===== config.mk =====
export PLATFORM = sky130hd
export DESIGN_NAME = adc_conversion_parallel_read
export DESIGN_NICKNAME = d
export VERILOG_FILES = /design/src/hw/adc_ctrl_pkg.sv /design/src/hw/result_store.sv /design/src/hw/adc_conversion_parallel_read.sv
export SDC_FILE = /design/constraint.sdc
export NUM_CORES = 1
export LEC_CHECK = 0
export BUFFER_PORTS_ARGS = -buffer_cell sky130_fd_sc_hd__buf_2
export CAP_MARGIN = 20
export CORE_ASPECT_RATIO = 1.5
export CORE_MARGIN = 2
export CORE_UTILIZATION = 55
export CTS_CLUSTER_SIZE = 12
export DETAILED_ROUTE_END_ITERATION = 8
export PLACE_DENSITY = 0.78
export SETUP_SLACK_MARGIN = 0.15
export SYNTH_ARGS = -nofsm -noshare
export SYNTH_HDL_FRONTEND = slang
export SYNTH_SLANG_ARGS = --single-unit

===== constraint.sdc =====
create_clock -name clk -period 3.6 [get_ports clk]
set_clock_uncertainty 0.1 [all_clocks]
set_input_delay 0.36 -clock clk [delete_from_list [all_inputs] [get_ports clk]]
set_output_delay 0.36 -clock clk [all_outputs]
set_load 0.01 [all_outputs]

===== src/hw/adc_ctrl_pkg.sv =====
package adc_ctrl_pkg;
    // Clock rate in MHz and documented times
    localparam int CLK_MHZ = 50;
    localparam int ARM_PULSE_NS = 1500;
    localparam int CONV_TIME_NS = 4500;
    localparam int BUSY_DELAY_NS = 30;
    // Every time rounds down to whole cycles, least times included
    localparam int ARM_CYCLES = (ARM_PULSE_NS * CLK_MHZ) / 1000;
    localparam int CONV_CYCLES = (CONV_TIME_NS * CLK_MHZ) / 1000;
    localparam int BUSY_DELAY_CYCLES = (BUSY_DELAY_NS * CLK_MHZ) / 1000;
    localparam int CNT_W = 8;
    localparam int DATA_W = 8;
    localparam logic [7:0] RESULT_RST = 8'h00;

    typedef enum logic [1:0] {
        ST_POWER_DOWN = 2'b00,
        ST_IDLE = 2'b01,
        ST_CONVERT = 2'b10
    } conv_state_t;
endpackage


===== src/hw/result_store.sv =====
`timescale 1ns/1ps
// Holds one result word; read data comes from a register
module result_store #(
    parameter int WIDTH = 8
) (
    // Clock and reset
    input wire logic clk,
    input wire logic rst_n,
    // Write side
    input wire logic wr_en,
    input wire logic [WIDTH-1:0] wr_data,
    // Read side
    output logic [WIDTH-1:0] rd_data
);
    logic [WIDTH-1:0] mem_q;
    logic [WIDTH-1:0] mem_d;

    // Keep last completed value until the next write
    always_comb
    begin
        mem_d = wr_en ? wr_data : mem_q;
    end

    always_ff @(posedge clk)
    begin
        if (!rst_n)
            mem_q <= '0;
        else
            mem_q <= mem_d;
    end

    assign rd_data = mem_q;
endmodule


===== src/hw/adc_conversion_parallel_read.sv =====
`timescale 1ns/1ps
module adc_conversion_parallel_read #(
    parameter int CONV_CYCLES = adc_ctrl_pkg::CONV_CYCLES,
    parameter int ARM_CYCLES = adc_ctrl_pkg::ARM_CYCLES
) (
    // Clock and reset
    input wire logic clk,
    input wire logic rst_n,
    // Conversion control pins
    input wire logic convert_start_n,
    output logic busy,
    // Host read pins
    input wire logic chip_select_n,
    input wire logic read_n,
    output logic [7:0] data_out_bus,
    output logic [7:0] data_out_bus_oe,
    // Converter core side
    input wire logic [7:0] sample_code,
    output logic powered,
    output logic tracking
);
    // Counters are CNT_W bits wide; refuse counts they cannot hold
    if (CONV_CYCLES < 2 || CONV_CYCLES > 255 || ARM_CYCLES < 1 || ARM_CYCLES > 255)
    begin : g_bad_counts
        $error("cycle counts out of range");
    end

    // Three-stage synchronisers; change counts when stages 2 and 3 agree
    logic [2:0] cs_sync_q, cs_sync_d;
    logic [2:0] csel_sync_q, csel_sync_d;
    logic [2:0] rd_sync_q, rd_sync_d;
    logic conv_lvl_q, conv_lvl_d;
    logic csel_lvl_q, csel_lvl_d;
    logic rd_lvl_q, rd_lvl_d;

    always_comb
    begin
        cs_sync_d = {cs_sync_q[1:0], convert_start_n};
        csel_sync_d = {csel_sync_q[1:0], chip_select_n};
        rd_sync_d = {rd_sync_q[1:0], read_n};
        conv_lvl_d = (cs_sync_q[1] == cs_sync_q[2]) ? cs_sync_q[2] : conv_lvl_q;
        csel_lvl_d = (csel_sync_q[1] == csel_sync_q[2]) ? csel_sync_q[2] : csel_lvl_q;
        rd_lvl_d = (rd_sync_q[1] == rd_sync_q[2]) ? rd_sync_q[2] : rd_lvl_q;
    end

    always_ff @(posedge clk)
    begin
        if (!rst_n)
        begin
            cs_sync_q <= 3'h7;
            csel_sync_q <= 3'h7;
            rd_sync_q <= 3'h7;
            conv_lvl_q <= 1'b1;
            csel_lvl_q <= 1'b1;
            rd_lvl_q <= 1'b1;
        end
        else
        begin
            cs_sync_q <= cs_sync_d;
            csel_sync_q <= csel_sync_d;
            rd_sync_q <= rd_sync_d;
            conv_lvl_q <= conv_lvl_d;
            csel_lvl_q <= csel_lvl_d;
            rd_lvl_q <= rd_lvl_d;
        end
    end

    logic conv_rise;
    logic conv_fall;
    assign conv_rise = conv_lvl_d & ~conv_lvl_q;
    assign conv_fall = ~conv_lvl_d & conv_lvl_q;

    // Arming pulse: low while counter runs
    logic [adc_ctrl_pkg::CNT_W-1:0] arm_cnt_q, arm_cnt_d;
    logic arm_low;
    assign arm_low = (arm_cnt_q != '0);

    always_comb
    begin
        arm_cnt_d = arm_cnt_q;
        if (conv_rise)
            arm_cnt_d = adc_ctrl_pkg::CNT_W'(ARM_CYCLES);
        else if (arm_low)
            arm_cnt_d = arm_cnt_q - 1'b1;
    end

    always_ff @(posedge clk)
    begin
        if (!rst_n)
            arm_cnt_q <= '0;
        else
            arm_cnt_q <= arm_cnt_d;
    end

    // Conversion state machine
    adc_ctrl_pkg::conv_state_t state_q, state_d;
    logic [adc_ctrl_pkg::CNT_W-1:0] conv_cnt_q, conv_cnt_d;
    logic busy_q, busy_d;
    logic powered_q, powered_d;
    logic tracking_q, tracking_d;
    logic done;

    always_comb
    begin
        state_d = state_q;
        conv_cnt_d = conv_cnt_q;
        busy_d = busy_q;
        powered_d = powered_q;
        tracking_d = tracking_q;
        done = 1'b0;
        unique case (state_q)
            adc_ctrl_pkg::ST_POWER_DOWN:
            begin
                // Power comes up on the rise, well inside the arming pulse
                if (conv_rise)
                begin
                    powered_d = 1'b1;
                    state_d = adc_ctrl_pkg::ST_IDLE;
                end
            end
            adc_ctrl_pkg::ST_IDLE:
            begin
                if (conv_fall && arm_low)
                begin
                    state_d = adc_ctrl_pkg::ST_CONVERT;
                    conv_cnt_d = adc_ctrl_pkg::CNT_W'(CONV_CYCLES - 1);
                    busy_d = 1'b1;
                    tracking_d = 1'b0;
                end
            end
            adc_ctrl_pkg::ST_CONVERT:
            begin
                if (conv_cnt_q == '0)
                begin
                    done = 1'b1;
                    busy_d = 1'b0;
                    tracking_d = 1'b1;
                    // Low level at the end selects automatic power-down
                    powered_d = conv_lvl_q;
                    state_d = conv_lvl_q ? adc_ctrl_pkg::ST_IDLE
                                         : adc_ctrl_pkg::ST_POWER_DOWN;
                end
                else
                    conv_cnt_d = conv_cnt_q - 1'b1;
            end
            default:
                state_d = adc_ctrl_pkg::ST_POWER_DOWN;
        endcase
    end

    always_ff @(posedge clk)
    begin
        if (!rst_n)
        begin
            state_q <= adc_ctrl_pkg::ST_POWER_DOWN;
            conv_cnt_q <= '0;
            busy_q <= 1'b0;
            powered_q <= 1'b0;
            tracking_q <= 1'b1;
        end
        else
        begin
            state_q <= state_d;
            conv_cnt_q <= conv_cnt_d;
            busy_q <= busy_d;
            powered_q <= powered_d;
            tracking_q <= tracking_d;
        end
    end

    // Result held until the next completion
    logic [7:0] result;
    result_store #(
        .WIDTH(adc_ctrl_pkg::DATA_W)
    ) u_store (
        .clk(clk),
        .rst_n(rst_n),
        .wr_en(done),
        .wr_data(sample_code),
        .rd_data(result)
    );

    // Bus drive; outputs registered so bus lags strobes by the sync delay
    logic [7:0] dout_q, dout_d;
    logic [7:0] oe_q, oe_d;

    always_comb
    begin
        oe_d = {8{~csel_lvl_d & ~rd_lvl_d}};
        dout_d = oe_d[0] ? result : 8'h00;
    end

    always_ff @(posedge clk)
    begin
        if (!rst_n)
        begin
            dout_q <= 8'h00;
            oe_q <= 8'h00;
        end
        else
        begin
            dout_q <= dout_d;
            oe_q <= oe_d;
        end
    end

    assign busy = busy_q;
    assign powered = powered_q;
    assign tracking = tracking_q;
    assign data_out_bus = dout_q;
    assign data_out_bus_oe = oe_q;
endmodule


==> results.md <==
| Result | This run |
|:---|:---|
| Maximum fanout encountered on the critical timing path | 8 |
| Post-CTS Resized | 0 |
| Area of the mapped netlist | 0.00206 mm2 |
| Data arrival time of the critical path | 2.14 ns |
| Final period utilization | 56.4% |
| Unrepaired setup endpoints after global routing | false |
| Class of the tightest hold or removal check | primary input to flop |
| Avg WL per Cell | 12.3 um |
| Summed negative setup slack over all endpoints | 0 ns |
| Clock sink count | 50 |
| Endpoint kind of the worst setup timing path | flop |
| Fraction of layout cells with a size suffix above 1 | 20.3% |
| Pin count of the biggest net entering global routing | 39 |
| Wire length after detailed routing | 3450 um |
| Placement Rows | 27 |
| Full die area | 0.00426 mm2 |
| Warning count from the yosys run | 0 |
| Final HPWL from detailed placement | 2400 um |
| Leading area contributor after synthesis | sky130_fd_sc_hd__dfxtp_1 |
| Design area | 0.00231 mm2 |
| Flip-flop cell with the highest count after synthesis | sky130_fd_sc_hd__dfxtp_1 |
| Achievable frequency | 492 MHz |
| Run status | completed |
| Vias per cell | 5.52 |
| Horizontal extent of the die | 54.0 um |
| Setup crit start kind | flop |
| Number of antenna violations at the first check in global routing | 0 |
| #FFs+latches synth | 50 |
| Vias in the first global route | 1416 |
| Post CTS Setup Buffer Count | 0 |
| Count of antenna diodes in the layout | 0 |
| Type of the worst setup path | flop to flop |
| DRC violations left | 0 |
| Critical path data required time | 3.71 ns |
| Final setup violation count | 0 |
| First-iteration detailed-routing DRC count | 25 |
| Gate Count Post-Synth | 209 |
| Core footprint | 0.00361 mm2 |
| Wire length of the first global-routing pass | 5780 um |
| Count of TritonRoute iterations in the first routing pass | 4 |
| Sum of met3 wire segment lengths after detailed routing | 187 um |
| Per-instance average area after synthesis | 9.85 um2 |
| Cell leakage power | 0.977 nW |
| Global Route Usage Sum | 18.8% |
| Root Buffer | sky130_fd_sc_hd__clkbuf_8 |
| Rel. slew slack | 61.6% |
| Routed wl met2 | 1730 um |
| H-tree lvl count | 2 |
| Proportion of register bits with asynchronous set or reset after synthesis | 0% |
| CTS Hold Buffers Added | 0 |
| Net count after synthesis | 226 |
| Fill cell count | 309 |
| CTS tree | yes |
| Total count of hold-check failures in the final report | 0 |
| Via count | 1539 |
| Final global-route overflow total | 0 |
| Initial Util | 56.9% |
| Placed standard-cell area | 0.00219 mm2 |
| Nets | 252 |
| Routability congestion estimate from global placement | 0.828 |
| Layout overhead on the synthesized area | 12.3% |
| Flop2flop setup slack | 1.57 ns |
| Number of buffers on the longest clock path | 2 |
| Number of slew-limit violations in the final report | 0 |
| Later-pin clock latency in the skew report | 0.31 ns |
| Antenna Violating Nets Remaining | 0 |
| Synth top area share | 48.6% |
| Worst-case vdd ir drop | 0.451 mV |
| Count of maximum capacitance violations | 0 |
| Number of buffers created by CTS | 5 |
| Number of flops mapped to enable cells by yosys | 0 |
| PD cells | 577 mW/mm2 |
| Uppermost layer routed | met4 |
| I/O pin count | 32 |
| Reg clk slew, reported paths | 0.09 ns |
| Share of synthesized area occupied by flip-flops and latches | 48.6% |
| Least-Margin Pin Slew | 0.576 ns |
| Number of distinct library cells after synthesis | 40 |
| Top cells by area, synth | sky130_fd_sc_hd__dfxtp_1 49%, sky130_fd_sc_hd__mux2i_1 4.9%, sky130_fd_sc_hd__nand2b_1 3.3% |
| Vertical die dimension | 78.9 um |
| Min Tclk post-route | 2.03 ns |
| IO Port Bufs | 31 |
| Routed length on met1 | 1420 um |
worst max-delay path, stage by stage (launching register included):
cell	delay, ns
sky130_fd_sc_hd__dfxtp_1	0.34
sky130_fd_sc_hd__inv_1	0.09
sky130_fd_sc_hd__ha_1	0.16
sky130_fd_sc_hd__or3b_2	0.51
sky130_fd_sc_hd__o211ai_2	0.36
sky130_fd_sc_hd__a21oi_1	0.16
sky130_fd_sc_hd__o211a_1	0.22
path summary, 6_finish.rpt:
kind | to | cells past startpoint | from
setup / recovery | busy | 6 | arm_cnt_q[0]
hold / removal | csel_sync_q[0] | 2 | chip_select_n
setup reg to reg | busy | 6 | arm_cnt_q[0]
hold reg to reg | rd_sync_q[1] | 1 | rd_sync_q[0]
power by group:
| group | switching, W | total [W] | internal, W | leakage (nW) |
|---|---|---|---|---|
| clock | 0.000195 | 0.000407 | 0.000212 | 0.0591 |
| combinational | 0.000144 | 0.000284 | 0.000140 | 0.511 |
| sequential | 0.0000432 | 0.000642 | 0.000599 | 0.406 |
| total | 0.000381 | 0.00133 | 0.000951 | 0.977 |
Yosys cell counts (2+ instances only):
| master | n |
|---|---|
| sky130_fd_sc_hd__dfxtp_1 | 50 |
| sky130_fd_sc_hd__nor2_1 | 16 |
| sky130_fd_sc_hd__nand2b_1 | 11 |
| sky130_fd_sc_hd__nor2b_1 | 11 |
| sky130_fd_sc_hd__mux2i_1 | 10 |
| sky130_fd_sc_hd__and2_1 | 8 |
| sky130_fd_sc_hd__nand2_1 | 8 |
| sky130_fd_sc_hd__a21boi_0 | 7 |
| sky130_fd_sc_hd__buf_4 | 7 |
| sky130_fd_sc_hd__inv_1 | 7 |
| sky130_fd_sc_hd__nand3_1 | 6 |
| sky130_fd_sc_hd__nor3_1 | 6 |
| sky130_fd_sc_hd__o21ai_0 | 5 |
| sky130_fd_sc_hd__xor2_1 | 5 |
| sky130_fd_sc_hd__a211oi_1 | 4 |
| sky130_fd_sc_hd__a21oi_1 | 4 |
| sky130_fd_sc_hd__clkbuf_1 | 4 |
| sky130_fd_sc_hd__ha_1 | 4 |
| sky130_fd_sc_hd__xnor2_1 | 4 |
| sky130_fd_sc_hd__nor4_1 | 3 |
| sky130_fd_sc_hd__o211a_1 | 3 |
| sky130_fd_sc_hd__o211ai_1 | 3 |
| sky130_fd_sc_hd__nand3b_1 | 2 |
| sky130_fd_sc_hd__nor3b_1 | 2 |
| sky130_fd_sc_hd__o31ai_1 | 2 |
| sky130_fd_sc_hd__or3b_2 | 2 |
| sky130_fd_sc_hd__or4_4 | 2 |
flip-flops by register name, summed over array words and instances, names as in the netlist, 2 cells and up:
| register | count |
|---|---|
| arm_cnt_q | 8 |
| conv_cnt_q | 8 |
| data_out_bus | 8 |
| u_store.rd_data | 8 |
| cs_sync_q | 3 |
| csel_sync_q | 3 |
| rd_sync_q | 3 |
| state_q | 2 |
through the flow:
stage	setup WS [ns]	cells	util [%]	total power (W)	hold slack, ns
final	1.57	279	63.9	0.00133	0.127
after global routing	1.44	279	63.9	0.00141	0.136
after CTS	1.56	279	63.9	0.00135	0.115
after detailed placement	1.59	271	60.7	0.000939	0.294
after global placement	1.64	271	60.7	0.000934	0.289
after floorplan	1.74	209	-	0.000886	0.286
cell type report:
class	instances	area, um2	share of cell area [%]
inverter	7	26.3	1.14
timing repair buffer	31	155	6.71
sequential	50	1000	43.3
multi-input combinational	140	958	41.5
clock inverter	3	47.5	2.06
clock buffer	5	68.8	2.98
tap	43	53.8	2.33
metal layers:
layer | track usage (%) | vias to the layer above
li1 | - | 769
met1 | 20.4 | 714
met5 | 0 | -
met3 | 4.70 | 10
met2 | 30.6 | 46
met4 | 13.1 | 0
cell families after synthesis:
logic type | share of synthesized area [%]
AOI/OAI and AO/OA | 12.2
xor gates and xnor gates | 3.83
buffers and inverters | 4.80
and+or+nand+nor | 22.8
adders and majority gates | 2.92
DFF | 48.6
muxes | 4.86
placed cells by master (no fill, tap or decap), types with 2 or more instances in the layout:
| cell type | count |
|---|---|
| sky130_fd_sc_hd__nor3b_1 | 2 |
| sky130_fd_sc_hd__o211a_1 | 3 |
| sky130_fd_sc_hd__xnor2_1 | 4 |
| sky130_fd_sc_hd__mux2i_1 | 10 |
| sky130_fd_sc_hd__nand2_1 | 8 |
| sky130_fd_sc_hd__a211oi_1 | 4 |
| sky130_fd_sc_hd__nand3_1 | 6 |
| sky130_fd_sc_hd__nor2_1 | 16 |
| sky130_fd_sc_hd__a21oi_1 | 4 |
| sky130_fd_sc_hd__inv_6 | 2 |
| sky130_fd_sc_hd__xor2_1 | 5 |
| sky130_fd_sc_hd__buf_2 | 31 |
| sky130_fd_sc_hd__inv_1 | 7 |
| sky130_fd_sc_hd__o21ai_0 | 5 |
| sky130_fd_sc_hd__o31ai_1 | 2 |
| sky130_fd_sc_hd__a21boi_0 | 7 |
| sky130_fd_sc_hd__and2_1 | 8 |
| sky130_fd_sc_hd__nand2b_1 | 11 |
| sky130_fd_sc_hd__o211ai_1 | 3 |
| sky130_fd_sc_hd__nor4_1 | 3 |
| sky130_fd_sc_hd__or3b_2 | 2 |
| sky130_fd_sc_hd__nor3_1 | 6 |
| sky130_fd_sc_hd__dfxtp_1 | 50 |
| sky130_fd_sc_hd__clkbuf_8 | 5 |
| sky130_fd_sc_hd__or4_4 | 2 |
| sky130_fd_sc_hd__nand3b_1 | 2 |
| sky130_fd_sc_hd__nor2b_1 | 11 |
| sky130_fd_sc_hd__ha_1 | 4 |
No activity file was read; power rests on OpenSTA's default activity.
